File: src/design/pmr_pkg.sv
// constants for the per-port power management register bank
// assumes a 100 MHz clock and byte addresses on the config access port
package pmr_pkg;
  // register byte offsets
  localparam logic [11:0] PM_CTRL_STS_OFS = 12'h074;
  localparam logic [11:0] LINK_PWR_TIMING_OFS = 12'h078;
  // pm_control_status field positions
  localparam int POWER_STATE_FIELD_LSB = 0;
  localparam int WAKE_EN_BIT = 8;
  localparam int WAKE_ST_BIT = 15;
  // link_power_timing_control field positions
  localparam int SLEEP_LSB = 0;
  localparam int SLEEP_W = 16;
  localparam int STANDBY_LSB = 16;
  localparam int STANDBY_W = 12;
  localparam int VIEW_BIT = 31;
  localparam int CODE_W = 6;
  // reset values
  localparam logic [1:0] POWER_STATE_FIELD_RST = 2'h0;
  localparam logic [SLEEP_W-1:0] SLEEP_RST = 16'h03E8;
  localparam logic [STANDBY_W-1:0] STANDBY_RST = 12'h6D6;
  localparam logic [CODE_W-1:0] CODE_RST = 6'h3F;
  // power state codes
  localparam logic [1:0] POWER_STATE_FIELD_D0 = 2'h0;
  localparam logic [1:0] POWER_STATE_FIELD_D3HOT = 2'h3;
  // state machine codes with fixed meaning
  localparam logic [CODE_W-1:0] CODE_L0 = 6'h00;
  localparam logic [CODE_W-1:0] CODE_L0S_ENTRY = 6'h01;
  localparam logic [CODE_W-1:0] CODE_L0S = 6'h02;
  localparam logic [CODE_W-1:0] CODE_LINK_DOWN = 6'h3F;
  // timing
  localparam int CLK_PERIOD_NS = 10;
  localparam int SLEEP_TICK_NS = 1000;
  localparam int STANDBY_TICK_NS = 4;
  localparam int ELAPSED_W = 32;
endpackage

File: src/design/pmr_timer_if.sv
// entry timer hand-off between the register bank and one timer
// assumes both ends run on the same clock
`timescale 1ns/1ps
interface pmr_timer_if;
  logic conds;
  logic [15:0] limit;
  logic expired;
  modport ctl (output conds, output limit, input expired);
  modport tmr (input conds, input limit, output expired);
endinterface

File: src/design/pmr_entry_timer.sv
// one low-power entry timer: counts while entry conditions hold
// assumes conds and limit come from logic on the same clock
`timescale 1ns/1ps
module pmr_entry_timer #(
  parameter int TICK_NS = 1000
) (
  input wire logic clock,
  input wire logic rst,
  pmr_timer_if.tmr tif
);
  logic [pmr_pkg::ELAPSED_W-1:0] elapsed_q;
  logic [pmr_pkg::ELAPSED_W-1:0] elapsed_d;
  logic [pmr_pkg::ELAPSED_W-1:0] limit_ns;
  logic expired_q;

  // elapsed kept in ns so sub-cycle ticks round up to whole cycles
  assign limit_ns = pmr_pkg::ELAPSED_W'(tif.limit) * pmr_pkg::ELAPSED_W'(TICK_NS);

  always_comb begin
    if (!tif.conds) begin
      elapsed_d = '0;
    end else if (elapsed_q >= limit_ns) begin
      elapsed_d = elapsed_q; // saturates, no wrap
    end else begin
      elapsed_d = elapsed_q + pmr_pkg::ELAPSED_W'(pmr_pkg::CLK_PERIOD_NS);
    end
  end

  always_ff @(posedge clock) begin
    if (rst) begin
      elapsed_q <= '0;
    end else begin
      elapsed_q <= elapsed_d;
    end
  end

  always_ff @(posedge clock) begin
    if (rst) begin
      expired_q <= 1'b0;
    end else begin
      expired_q <= tif.conds && (elapsed_d >= limit_ns);
    end
  end

  assign tif.expired = expired_q;

  property p_restart;
    @(posedge clock) disable iff (rst) !tif.conds |=> (elapsed_q == '0) && !expired_q;
  endproperty
  a_restart: assert property (p_restart) else $error("timer did not restart");

  property p_no_early;
    @(posedge clock) disable iff (rst) (expired_q && $past(tif.conds)) |-> elapsed_q >= limit_ns;
  endproperty
  a_no_early: assert property (p_no_early) else $error("timer expired early");
endmodule // pmr_entry_timer

File: src/design/pmr_regs.sv
// per-port power management control/status and link power timing registers
// assumes config and management accesses arrive on one clocked request port,
// and that the link power state machine and entry conditions live outside
`timescale 1ns/1ps
module pmr_regs #(
  parameter int PORT_ID = 1,
  parameter int SLEEP_TICK_NS = pmr_pkg::SLEEP_TICK_NS
) (
  input wire logic clock,
  input wire logic rst,
  input wire logic hot_rst,
  input wire logic cfg_req,
  input wire logic cfg_we,
  input wire logic [11:0] cfg_addr,
  input wire logic [3:0] cfg_byte_en,
  input wire logic [31:0] cfg_wdata,
  output logic cfg_ack_q,
  output logic [31:0] cfg_rdata_q,
  input wire logic port_is_upstream,
  input wire logic own_wake_event,
  input wire logic fwd_wake_event,
  input wire logic sleep_conds_met,
  input wire logic standby_conds_met,
  input wire logic link_up,
  input wire logic [5:0] fsm_code_in,
  output logic [1:0] power_state_q,
  output logic wake_msg_send_q,
  output logic sleep_entry_q,
  output logic standby_entry_q
);
  logic soft_rst;
  logic hit_power_fsm_state_code;
  logic hit_timing;
  logic wr_power_fsm_state_code;
  logic wr_timing;
  logic [1:0] power_state_field_q;
  logic wake_msg_enable;
  logic wake_msg_status;
  logic wake_send;
  logic [pmr_pkg::SLEEP_W-1:0] sleep_entry_timer_q;
  logic [pmr_pkg::STANDBY_W-1:0] standby_entry_timer_q;
  logic register_view_select_q;
  logic [pmr_pkg::CODE_W-1:0] power_fsm_state_code_q;
  logic [31:0] power_fsm_state_code_view;
  logic [31:0] timing_view;
  logic [31:0] rdata_d;

  pmr_timer_if sleep_if ();
  pmr_timer_if standby_if ();

  // hot reset clears only the non-sticky state
  assign soft_rst = rst || hot_rst;
  assign hit_power_fsm_state_code = cfg_addr[11:2] == pmr_pkg::PM_CTRL_STS_OFS[11:2];
  assign hit_timing = cfg_addr[11:2] == pmr_pkg::LINK_PWR_TIMING_OFS[11:2];
  assign wr_power_fsm_state_code = cfg_req && cfg_we && hit_power_fsm_state_code;
  assign wr_timing = cfg_req && cfg_we && hit_timing;

  // power state: reserved codes D1/D2 are dropped, old value kept
  always_ff @(posedge clock) begin
    if (soft_rst) begin
      power_state_field_q <= pmr_pkg::POWER_STATE_FIELD_RST;
    end else if (wr_power_fsm_state_code && cfg_byte_en[0]) begin
      if (cfg_wdata[pmr_pkg::POWER_STATE_FIELD_LSB +: 2] == pmr_pkg::POWER_STATE_FIELD_D0 ||
          cfg_wdata[pmr_pkg::POWER_STATE_FIELD_LSB +: 2] == pmr_pkg::POWER_STATE_FIELD_D3HOT) begin
        power_state_field_q <= cfg_wdata[pmr_pkg::POWER_STATE_FIELD_LSB +: 2];
      end
    end
  end

  always_ff @(posedge clock) begin
    if (soft_rst) begin
      power_state_q <= pmr_pkg::POWER_STATE_FIELD_RST;
    end else if (wr_power_fsm_state_code && cfg_byte_en[0] &&
                 (cfg_wdata[pmr_pkg::POWER_STATE_FIELD_LSB +: 2] == pmr_pkg::POWER_STATE_FIELD_D0 ||
                  cfg_wdata[pmr_pkg::POWER_STATE_FIELD_LSB +: 2] == pmr_pkg::POWER_STATE_FIELD_D3HOT)) begin
      power_state_q <= cfg_wdata[pmr_pkg::POWER_STATE_FIELD_LSB +: 2];
    end
  end

  // forwarded wake messages are not wired into status at all
  pmr_wake_ctl #(
    .STATUS_PRESENT(PORT_ID != 0)
  ) u_wake (
    .clock(clock),
    .rst(rst),
    .en_wr(wr_power_fsm_state_code && cfg_byte_en[1]),
    .en_wdata(cfg_wdata[pmr_pkg::WAKE_EN_BIT]),
    .st_clr(wr_power_fsm_state_code && cfg_byte_en[1] && cfg_wdata[pmr_pkg::WAKE_ST_BIT]),
    .own_event(own_wake_event),
    .en_q(wake_msg_enable),
    .st_q(wake_msg_status),
    .send_q(wake_send)
  );
  assign wake_msg_send_q = wake_send;

  // timer fields are only writable while the timer view is shown
  always_ff @(posedge clock) begin
    if (soft_rst) begin
      sleep_entry_timer_q <= pmr_pkg::SLEEP_RST;
      standby_entry_timer_q <= pmr_pkg::STANDBY_RST;
    end else if (wr_timing && !register_view_select_q) begin
      if (cfg_byte_en[0]) begin
        sleep_entry_timer_q[7:0] <= cfg_wdata[7:0];
      end
      if (cfg_byte_en[1]) begin
        sleep_entry_timer_q[15:8] <= cfg_wdata[15:8];
      end
      if (cfg_byte_en[2]) begin
        standby_entry_timer_q[7:0] <= cfg_wdata[23:16];
      end
      if (cfg_byte_en[3]) begin
        standby_entry_timer_q[11:8] <= cfg_wdata[27:24];
      end
    end
  end

  always_ff @(posedge clock) begin
    if (soft_rst) begin
      register_view_select_q <= 1'b0;
    end else if (wr_timing && cfg_byte_en[3]) begin
      register_view_select_q <= cfg_wdata[pmr_pkg::VIEW_BIT];
    end
  end

  // link down forces the fixed code whatever the machine reports
  always_ff @(posedge clock) begin
    if (soft_rst) begin
      power_fsm_state_code_q <= pmr_pkg::CODE_RST;
    end else if (!link_up) begin
      power_fsm_state_code_q <= pmr_pkg::CODE_LINK_DOWN;
    end else begin
      power_fsm_state_code_q <= fsm_code_in;
    end
  end

  // downstream ports never arm the sleep timer
  assign sleep_if.conds = sleep_conds_met && port_is_upstream;
  assign sleep_if.limit = sleep_entry_timer_q;
  assign standby_if.conds = standby_conds_met;
  assign standby_if.limit = {4'h0, standby_entry_timer_q};

  pmr_entry_timer #(
    .TICK_NS(SLEEP_TICK_NS)
  ) u_sleep_timer (
    .clock(clock),
    .rst(soft_rst),
    .tif(sleep_if)
  );

  pmr_entry_timer #(
    .TICK_NS(pmr_pkg::STANDBY_TICK_NS)
  ) u_standby_timer (
    .clock(clock),
    .rst(soft_rst),
    .tif(standby_if)
  );

  always_ff @(posedge clock) begin
    if (soft_rst) begin
      sleep_entry_q <= 1'b0;
      standby_entry_q <= 1'b0;
    end else begin
      sleep_entry_q <= sleep_if.expired && port_is_upstream;
      standby_entry_q <= standby_if.expired;
    end
  end

  // read views; data select, scale and data fields stay zero
  always_comb begin
    power_fsm_state_code_view = '0;
    power_fsm_state_code_view[pmr_pkg::POWER_STATE_FIELD_LSB +: 2] = power_state_field_q;
    power_fsm_state_code_view[pmr_pkg::WAKE_EN_BIT] = wake_msg_enable;
    power_fsm_state_code_view[pmr_pkg::WAKE_ST_BIT] = wake_msg_status;
  end

  always_comb begin
    timing_view = '0;
    if (register_view_select_q) begin
      timing_view[pmr_pkg::CODE_W-1:0] = power_fsm_state_code_q;
    end else begin
      timing_view[pmr_pkg::SLEEP_LSB +: pmr_pkg::SLEEP_W] = sleep_entry_timer_q;
      timing_view[pmr_pkg::STANDBY_LSB +: pmr_pkg::STANDBY_W] = standby_entry_timer_q;
    end
    timing_view[pmr_pkg::VIEW_BIT] = register_view_select_q;
  end

  // unmapped offsets read zero and are acknowledged like any other
  always_comb begin
    rdata_d = '0;
    if (hit_power_fsm_state_code) begin
      rdata_d = power_fsm_state_code_view;
    end else if (hit_timing) begin
      rdata_d = timing_view;
    end
  end

  always_ff @(posedge clock) begin
    if (rst) begin
      cfg_ack_q <= 1'b0;
      cfg_rdata_q <= '0;
    end else begin
      cfg_ack_q <= cfg_req;
      cfg_rdata_q <= (cfg_req && !cfg_we) ? rdata_d : '0;
    end
  end

  property p_power_state_field_legal;
    @(posedge clock) disable iff (rst) power_state_q == pmr_pkg::POWER_STATE_FIELD_D0 || power_state_q == pmr_pkg::POWER_STATE_FIELD_D3HOT;
  endproperty
  a_power_state_field_legal: assert property (p_power_state_field_legal) else $error("reserved power state held");

  property p_power_state_field_write;
    @(posedge clock) disable iff (soft_rst)
      (wr_power_fsm_state_code && cfg_byte_en[0] && cfg_wdata[1:0] == pmr_pkg::POWER_STATE_FIELD_D3HOT) |=> power_state_q == pmr_pkg::POWER_STATE_FIELD_D3HOT;
  endproperty
  a_power_state_field_write: assert property (p_power_state_field_write) else $error("power state write lost");

  property p_hot_keeps_enable;
    @(posedge clock) disable iff (rst) (hot_rst && !(wr_power_fsm_state_code && cfg_byte_en[1])) |=> $stable(wake_msg_enable);
  endproperty
  a_hot_keeps_enable: assert property (p_hot_keeps_enable) else $error("hot reset changed wake enable");

  property p_fwd_no_status;
    @(posedge clock) disable iff (rst) (fwd_wake_event && !own_wake_event && !wake_msg_status) |=> !wake_msg_status;
  endproperty
  a_fwd_no_status: assert property (p_fwd_no_status) else $error("forwarded message set status");

  property p_port_a_zero;
    @(posedge clock) disable iff (rst) (PORT_ID == 0) |-> !wake_msg_status;
  endproperty
  a_port_a_zero: assert property (p_port_a_zero) else $error("port A status not zero");

  property p_zero_fields;
    @(posedge clock) disable iff (rst)
      (cfg_req && !cfg_we && hit_power_fsm_state_code) |=> cfg_ack_q && cfg_rdata_q[31:16] == 16'h0000 && cfg_rdata_q[14:9] == 6'h00;
  endproperty
  a_zero_fields: assert property (p_zero_fields) else $error("unimplemented field not zero");

  property p_code_view;
    @(posedge clock) disable iff (rst)
      (cfg_req && !cfg_we && hit_timing && register_view_select_q) |=> cfg_rdata_q[30:6] == 25'h0000000 && cfg_rdata_q[31];
  endproperty
  a_code_view: assert property (p_code_view) else $error("code view shows timer bits");

  property p_code_reset;
    @(posedge clock) $past(soft_rst) |-> power_fsm_state_code_q == pmr_pkg::CODE_RST;
  endproperty
  a_code_reset: assert property (p_code_reset) else $error("state code not 0x3F after reset");

  property p_down_code;
    @(posedge clock) disable iff (soft_rst) !link_up |=> power_fsm_state_code_q == pmr_pkg::CODE_LINK_DOWN;
  endproperty
  a_down_code: assert property (p_down_code) else $error("link down code wrong");

  property p_downstream_no_sleep;
    @(posedge clock) disable iff (soft_rst) !port_is_upstream |=> !sleep_entry_q;
  endproperty
  a_downstream_no_sleep: assert property (p_downstream_no_sleep) else $error("downstream used sleep timer");

  property p_reserved_ignored;
    @(posedge clock) disable iff (soft_rst)
      (wr_power_fsm_state_code && cfg_byte_en[0] && cfg_wdata[1:0] != pmr_pkg::POWER_STATE_FIELD_D0 &&
       cfg_wdata[1:0] != pmr_pkg::POWER_STATE_FIELD_D3HOT) |=> $stable(power_state_field_q);
  endproperty
  a_reserved_ignored: assert property (p_reserved_ignored) else $error("reserved power state taken");

  property p_view_locks_timers;
    @(posedge clock) disable iff (soft_rst)
      (wr_timing && register_view_select_q) |=> $stable(sleep_entry_timer_q) && $stable(standby_entry_timer_q);
  endproperty
  a_view_locks_timers: assert property (p_view_locks_timers) else $error("timer field written in code view");

  property p_hot_keeps_status;
    @(posedge clock) disable iff (rst)
      (hot_rst && !own_wake_event && !(wr_power_fsm_state_code && cfg_byte_en[1])) |=> $stable(wake_msg_status);
  endproperty
  a_hot_keeps_status: assert property (p_hot_keeps_status) else $error("hot reset changed wake status");

  property p_sleep_needs_conds;
    @(posedge clock) disable iff (soft_rst) sleep_entry_q |-> $past(sleep_conds_met, 2);
  endproperty
  a_sleep_needs_conds: assert property (p_sleep_needs_conds) else $error("sleep entry without conditions");

  property p_standby_needs_conds;
    @(posedge clock) disable iff (soft_rst) standby_entry_q |-> $past(standby_conds_met, 2);
  endproperty
  a_standby_needs_conds: assert property (p_standby_needs_conds) else $error("standby entry without conditions");
endmodule // pmr_regs

File: src/design/pmr_wake_ctl.sv
// wake message enable and status, both sticky across hot reset
// assumes event pulses from logic on the same clock
`timescale 1ns/1ps
module pmr_wake_ctl #(
  parameter bit STATUS_PRESENT = 1'b1
) (
  input wire logic clock,
  input wire logic rst,
  input wire logic en_wr,
  input wire logic en_wdata,
  input wire logic st_clr,
  input wire logic own_event,
  output logic en_q,
  output logic st_q,
  output logic send_q
);
  // hot reset is absent on purpose: both bits are sticky
  always_ff @(posedge clock) begin
    if (rst) begin
      en_q <= 1'b0;
    end else if (en_wr) begin
      en_q <= en_wdata;
    end
  end

  always_ff @(posedge clock) begin
    if (rst || !STATUS_PRESENT) begin
      st_q <= 1'b0;
    end else if (own_event) begin
      st_q <= 1'b1; // set beats clear
    end else if (st_clr) begin
      st_q <= 1'b0;
    end
  end

  always_ff @(posedge clock) begin
    if (rst) begin
      send_q <= 1'b0;
    end else begin
      send_q <= own_event && en_q;
    end
  end

  property p_send_gated;
    @(posedge clock) disable iff (rst) send_q |-> $past(en_q) && $past(own_event);
  endproperty
  a_send_gated: assert property (p_send_gated) else $error("wake message without enable");

  property p_status_set;
    @(posedge clock) disable iff (rst) (own_event && STATUS_PRESENT) |=> st_q;
  endproperty
  a_status_set: assert property (p_status_set) else $error("own event did not set status");
endmodule // pmr_wake_ctl

File: config.mk
export PLATFORM = sky130hd
export DESIGN_NAME = pmr_regs
export DESIGN_NICKNAME = d
export VERILOG_FILES = /design/src/design/pmr_pkg.sv /design/src/design/pmr_timer_if.sv /design/src/design/pmr_entry_timer.sv /design/src/design/pmr_regs.sv /design/src/design/pmr_wake_ctl.sv
export SDC_FILE = /design/constraint.sdc
export NUM_CORES = 1
export LEC_CHECK = 0
export ABC_AREA = 1
export CAP_MARGIN = 20
export CORE_UTILIZATION = 60
export CTS_CLUSTER_DIAMETER = 120
export DETAILED_ROUTE_END_ITERATION = 16
export DONT_BUFFER_PORTS = 1
export MAX_ROUTING_LAYER = met4
export PLACE_DENSITY_LB_ADDON = 0.25
export SLEW_MARGIN = 20
export SYNTH_ARGS = -nofsm -noshare
export SYNTH_HDL_FRONTEND = slang
export SYNTH_SLANG_ARGS = --single-unit
export TNS_END_PERCENT = 30
File: constraint.sdc
create_clock -name clock -period 8.03 [get_ports clock]
set_clock_uncertainty 0.15 [all_clocks]
set_input_delay 0.803 -clock clock [delete_from_list [all_inputs] [get_ports clock]]
set_output_delay 0.803 -clock clock [all_outputs]
set_load 0.03 [all_outputs]
==> results.toml, run 1 <==
[status]
status = "finished, final reports clean"

[min_path]
min_to = "standby_entry_q"
holdCritPathClass = "register to register"
whs_path_depth = 2
hp-start = "u_standby_timer.tif.expired"

[sta]
tightest_slew_ps = 1082
period_minus_slack_ps = 7561
finalSetupViolations = 0
fmax_ghz = 0.1323
timing.setup.tns_ps = 0
relSlewSlack_pct = 27.72
final_max_slew_viol_count = 0
hold_viol = 0
finalCritPeriodShare_pct = 94.16

[global_route]
grt_max_degree = 44
grt_overflow_total = 0
grt_util_all_layers_pct = 27.81
grt_pass1_wl_mm = 35.32
antenna_found_initial = 0
grt_pass1_vias = 7580

[clocking]
cts_buffer_depth = 2
clock_latency_ps = 430
cts_tree = "done"
cts_hold_buf = 0
cts.sinks = 138
h-tree-depth = 4
cts-root-buf = "clkbuf_16"
cts_buffers = 17
cts.clk_slew.worst_paths_ps = 60

[yosys]
syn-cell-area_um2 = 9778
ys_seq_area_share_pct = 28.25
ys_types = 54
synth_edf_count = 0
synthFlopType = "dfxtp_1"
synth_area_leader_cell = "dfxtp_1"
synth_area_leaders = "dfxtp_1 (28%), ha_1 (16%), fa_1 (11%)"
async_flop_share_pct = 0
synth_top_area_share_pct = 28.25
syn_avg_cell_area_um2 = 7.976
yosys_register_bits = 138
syn_inst = 1226
yosys_warnings = 0

[critical_path]
crit_buf_inv = 6
crit_family = "adder cells"
crit_slowest_cell = "fa_1"
regToRegSetupSlack_ps = 470
r2r-start = "sleep_entry_timer_q[7]"
end_kind = "register"
required_ps = 8130
cp_common_cell = "nand2_1"
ff2ff_path_depth = 39
path_max_fanout = 14
worstSetupPathType = "register to register"
cp-start-kind = "register"
max_stage_delay_ps = 540
r2r_end = "u_sleep_timer.tif.expired"
cp.arrival_ps = 7660

[placed_design]
dp_hpwl_mm = 16.38
place_congestion = 0.8988
portBuffers = 0

[power_and_ir_drop]
power_w = 0.001458
p_comb_share_pct = 2.2
swShare_pct = 24.11
peakVddDrop_mv = 0.1449
switching_power_w = 0.0003515
power_frac_clock_pct = 50.5
p_leak_nw = 4.889
powerDensity_nw_per_um2 = 137.2
power.internal_w = 0.001106
power_frac_seq_pct = 47.2

[layout]
final_util_pct = 66.90
fillers = 1324
nets = 1480
area_delta_synth_final_pct = 8.675
diodes = 0
drive_above_1_share_pct = 6.960

[die]
die_h_um = 129.7
start_util_pct = 61.55
rows = 46
die_w_um = 129.7
core_um2 = 15890
ios = 103
die-area_um2 = 16810

[route]
antenna_left = 0
drt_iter0_drc = 476
routed_wirelength_mm = 21.28
wl_per_cell_um = 14.52
first_pass_iters = 4
drc = 0
viasPerCell = 5.334
vias = 7820

[run]
max_cap_viol_count = 0
==> cell usage in the layout (no fill, tap or decap), types with 3 or more instances in the layout <==
master	Yosys	layout
nand3b_1	5	5
clkbuf_16	0	17
nand4_1	11	11
inv_6	0	6
dfxtp_2	0	3
nor4_1	11	11
clkinv_4	0	4
xor2_1	27	27
nor2_2	10	11
ha_1	124	123
o21ai_0	35	35
nor2_4	3	3
nand2_1	154	154
nand2_2	3	3
a31oi_1	3	3
inv_1	211	207
fa_1	54	54
o21bai_1	5	5
nor3_1	35	35
inv_2	2	3
o21ai_1	7	7
clkinvlp_4	0	4
conb_1	1	3
dfxtp_1	138	135
o31ai_1	5	5
nor3_2	3	3
xnor2_1	19	19
buf_4	3	12
a21oi_1	65	65
nand3_1	43	43
a211oi_1	23	22
nor2_1	174	173
==> power by group through the flow <==
stage | Sequential, W | Clock, W | Combinational (W)
after floorplan | 0.000704 | 0 | 0.0000269
after global placement | 0.000704 | 0 | 0.0000313
after detailed placement | 0.000704 | 0 | 0.0000321
after CTS | 0.000689 | 0.000747 | 0.0000324
after global routing | 0.000689 | 0.000779 | 0.0000362
final | 0.000689 | 0.000736 | 0.0000325
==> worst max-delay path by stage <==
| stage | from | cells after the start | to |
|---|---|---|---|
| 3_5_place_dp | sleep_entry_timer_q[2] | 38 | u_sleep_timer.tif.expired |
| 6_report | sleep_entry_timer_q[7] | 39 | u_sleep_timer.tif.expired |
| 2_1_floorplan | sleep_entry_timer_q[1] | 36 | u_sleep_timer.tif.expired |
| 3_3_place_gp | sleep_entry_timer_q[2] | 39 | u_sleep_timer.tif.expired |
| 5_1_grt | sleep_entry_timer_q[7] | 39 | u_sleep_timer.tif.expired |
| 4_1_cts | sleep_entry_timer_q[2] | 38 | u_sleep_timer.tif.expired |
==> per-layer routing <==
metal | vias to the layer above | wire length [um] | GRT usage (%)
li1 | 3986 | - | -
met1 | 3615 | 10150 | 36.64
met2 | 199 | 9909 | 43.98
met3 | 20 | 986 | 5.285
met4 | 0 | 239 | 6.908
met5 | - | 0 | -
==> Yosys cell counts, types with 2 or more instances <==
master    instances
nor3_1           35
nor3_2            3
nor2_2           10
nand3_1          43
ha_1            124
nand3b_1          5
a21oi_1          65
clkinv_1          2
inv_1           211
clkbuf_1         16
o31ai_1           5
nor4_1           11
nand2_1         154
nand2_2           3
o221a_2           2
a21o_1            2
fa_1             54
o21ai_2           2
nand4_1          11
a221oi_1          2
dfxtp_1         138
inv_2             2
nor2_1          174
nand4_4           2
a211oi_1         23
o21ai_1           7
buf_4             3
or2_1             2
xnor2_1          19
o221ai_1          3
o21bai_1          5
o21ai_0          35
nor2_4            3
nor4_4            2
xor2_1           27
a31oi_1           3
==> state kept, by name, indices dropped and copies added, names as in the netlist, 2 cells and up <==
signal / count
cfg_rdata_q: 29
power_fsm_state_code_q: 6
power_state_field_q: 2
sleep_entry_timer_q: 16
standby_entry_timer_q: 12
u_sleep_timer.elapsed_q: 32
u_standby_timer.elapsed_q: 32
==> final cells by class <==
class,count,area [um^2],area share [%]
inverter,216,824.5,7.759
sequential,138,2766,26.03
timing repair buffer,12,90.09,0.8478
clock buffer,19,442.9,4.168
multi-input combinational,852,6122,57.61
tap,216,270.3,2.543
clock inverter,13,110.1,1.036
==> tightest hold or removal path: stages (launching register included) <==
cell     delay, ps
dfxtp_1        300
inv_1           40
nor2_1          40
==> repair_timing <==
action                                 in CTS  in global routing
endpoints found under the hold margin       0                  0
setup endpoints to repair                   0                  1
gates resized for setup                     0                 15
buffers inserted                            0                  7
==> cells by family (layout without fill, tap and decap cells) <==
family	Yosys count	count (layout)	share of synthesized area, %
buf+inv	238	260	9.469
compound gates	163	163	9.981
other cells	1	3	0.03835
xor+xnor	46	46	4.120
simple gates	462	462	21.22
flops	138	138	28.25
fa+ha+maj	178	178	26.92
==> per-stage QoR <==
step	cells	hold WS [ps]	area (um^2)	worst slack (ps)
floorplan	1228	243.6	9786	1563
global placement	1427	259.6	9980	417.5
detailed placement	1427	260.8	9980	259.0
CTS	1459	271.1	10530	217.5
global route	1466	294.3	10630	-34.78
finish	1466	268.1	10630	469.1
No activity file was read; power rests on OpenSTA's default activity.
==> inputs of run 2 (changes only) <==
--- a/config.mk
+++ b/config.mk
@@ -6,8 +6,9 @@
 export NUM_CORES = 1
 export LEC_CHECK = 0
 export ABC_AREA = 1
-export CAP_MARGIN = 20
-export CORE_UTILIZATION = 60
+export CAP_MARGIN = 0
+export CORE_UTILIZATION = 40
+export CTS_BUF_LIST = sky130_fd_sc_hd__clkbuf_4 sky130_fd_sc_hd__clkbuf_8
 export CTS_CLUSTER_DIAMETER = 120
 export DETAILED_ROUTE_END_ITERATION = 16
 export DONT_BUFFER_PORTS = 1
==> run 2 against run 1 <==
Effect of this change:
- non-clock buffer count rose by 8
- final cell count up 7.6%
- via count is 1.3% lower
- first-iteration DRC count is 39% lower
- largest cell class unchanged
==> results.toml, run 2 (same netlist as run 1, synthesis figures left out) <==
[clocking]
cts_hold_buf = 0
cts_buffers = 17
cts_buffer_depth = 2
h-tree-depth = 4
clock_latency_ps = 460
cts-root-buf = "clkbuf_8"
cts_tree = "done"
cts.clk_slew.worst_paths_ps = 90
cts.sinks = 138

[route]
viasPerCell = 4.895
top_layer_used = "met4"
drt_iter0_drc = 292
first_pass_iters = 4
wl_per_cell_um = 13.97
routed_wirelength_mm = 22.04
vias = 7720
met1_length_mm = 10.80
wl_met3_um = 916
route.met2.wl_mm = 9.990
drc = 0
antenna_left = 0

[die]
start_util_pct = 41.17
rows = 56
ios = 103
die_w_um = 158.4
die-area_um2 = 25070
core_um2 = 23750
die_h_um = 158.4

[critical_path]
r2r_end = "u_sleep_timer.tif.expired"
end_kind = "register"
r2r-start = "sleep_entry_timer_q[9]"
crit_slowest_cell = "fa_1"
cp-start-kind = "register"
critPathCapture = "u_sleep_timer.tif.expired"
required_ps = 8180
max_stage_delay_ps = 540
cp-startpoint = "sleep_entry_timer_q[9]"
ff2ff_path_depth = 38
cp.arrival_ps = 7600
regToRegSetupSlack_ps = 580
path_max_fanout = 14
cp_common_cell = "nand2_1"
worstSetupPathType = "register to register"

[power_and_ir_drop]
peakVddDrop_mv = 0.08442
swShare_pct = 25.70
power_frac_clock_pct = 45.5
p_leak_nw = 4.848
power.internal_w = 0.0009815
powerDensity_nw_per_um2 = 123.6
p_comb_share_pct = 2.4
switching_power_w = 0.0003394
power_frac_seq_pct = 52.1

[placed_design]
portBuffers = 0
place_congestion = 0.8375
dp_hpwl_mm = 17.45

[global_route]
grt_overflow_total = 0
grt_util_all_layers_pct = 19.07
antenna_found_initial = 0
grt_pass1_vias = 7498
grt_max_degree = 63
grt_pass1_wl_mm = 36.04

[sta]
tightest_slew_ps = 1076
fmax_ghz = 0.1342
hold_viol = 0
finalCritPeriodShare_pct = 92.83
finalSetupViolations = 0
timing.setup.tns_ps = 0
period_minus_slack_ps = 7454
final_max_slew_viol_count = 0
relSlewSlack_pct = 28.06

[layout]
drive_above_1_share_pct = 8.347
nets = 1488
layout_common_cells = "inv_1 (202), nor2_1 (172), nand2_1 (154), dfxtp_1 (134), ha_1 (124)"
diodes = 0
area_delta_synth_final_pct = 9.251
final_util_pct = 44.97
layout_commonest_cell = "inv_1"
largestRegisters = "u_sleep_timer.elapsed_q x32, u_standby_timer.elapsed_q x32, cfg_rdata_q x29"

[status]
status = "finished, final reports clean"

[run]
max_cap_viol_count = 0

[min_path]
holdCritPathClass = "input pin to register"
-- run 2: cell types whose count changed in the layout (fill, tap and decap cells not counted), sizes merged --
cell | previous run | this run
buf | 12 | 20
bufinv | 0 | 2
clkbuf | 19 | 18
clkinv | 8 | 6
clkinvlp | 4 | 7
inv | 217 | 215
-- run 2: timing repair --
item / in CTS / in global routing
setup endpoints to repair: 0 / 1
gates resized for setup: 0 / 21
buffers inserted: 0 / 14
-- run 2: critical path: cells and delay by family (launching register included) --
kind / cells / cell delay [ps]
XOR/XNOR: 2 / 550
flip-flops: 1 / 410
adder cells (fa/ha/maj): 7 / 2980
AND/OR/NAND/NOR: 15 / 1530
buffers and inverters: 5 / 450
AO/OA/AOI/OAI: 9 / 1210
-- run 2: cell type report --
cell class,instances,area (um^2)
Timing Repair Buffer,20,150.1
Sequential cell,138,2768
Tap cell,319,399.1
Fill cell,2374,13070
Multi-Input combinational cell,852,6131
Inverter,216,834.6
Clock inverter,14,158.9
Clock buffer,18,241.5
-- run 2: worst min-delay path by stage --
stage / startpoint / end / slack [ps] / cells after the start
global placement: u_standby_timer.tif.expired / standby_entry_q / 260 / 2
global route: rst / u_wake.send_q / 250 / 1
floorplan: u_standby_timer.tif.expired / standby_entry_q / 240 / 2
finish: rst / u_wake.send_q / 250 / 1
CTS: rst / u_wake.send_q / 240 / 1
detailed placement: u_standby_timer.tif.expired / standby_entry_q / 260 / 2
-- run 2: stage by stage --
stage               worst slack, ps  hold slack [ps]   power, W  cells  instance area [um^2]
global placement              462.6            262.2  0.0007356   1531                 10120
detailed placement            407.1            263.6  0.0007359   1531                 10120
floorplan                      1563            243.6  0.0007305   1228                  9786
CTS                           374.3            235.5   0.001335   1563                 10520
global route                 -9.504            245.8   0.001365   1577                 10680
finish                        576.0            249.7   0.001321   1577                 10680
-- run 2: per-layer routing --
layer,up-vias,track usage (%)
met5,-,-
met1,3560,24.54
met4,0,5.952
li1,4001,-
met3,17,3.348
met2,142,30.41
-- run 2: power groups by stage --
| stage | sequential, W | clock, W | combinational [W] |
|---|---|---|---|
| 3_5_place_dp | 0.000704 | 0 | 0.0000319 |
| 6_report | 0.000688 | 0.000601 | 0.0000317 |
| 2_1_floorplan | 0.000704 | 0 | 0.0000269 |
| 3_3_place_gp | 0.000704 | 0 | 0.0000316 |
| 4_1_cts | 0.000688 | 0.000615 | 0.0000319 |
| 5_1_grt | 0.000688 | 0.000641 | 0.0000358 |
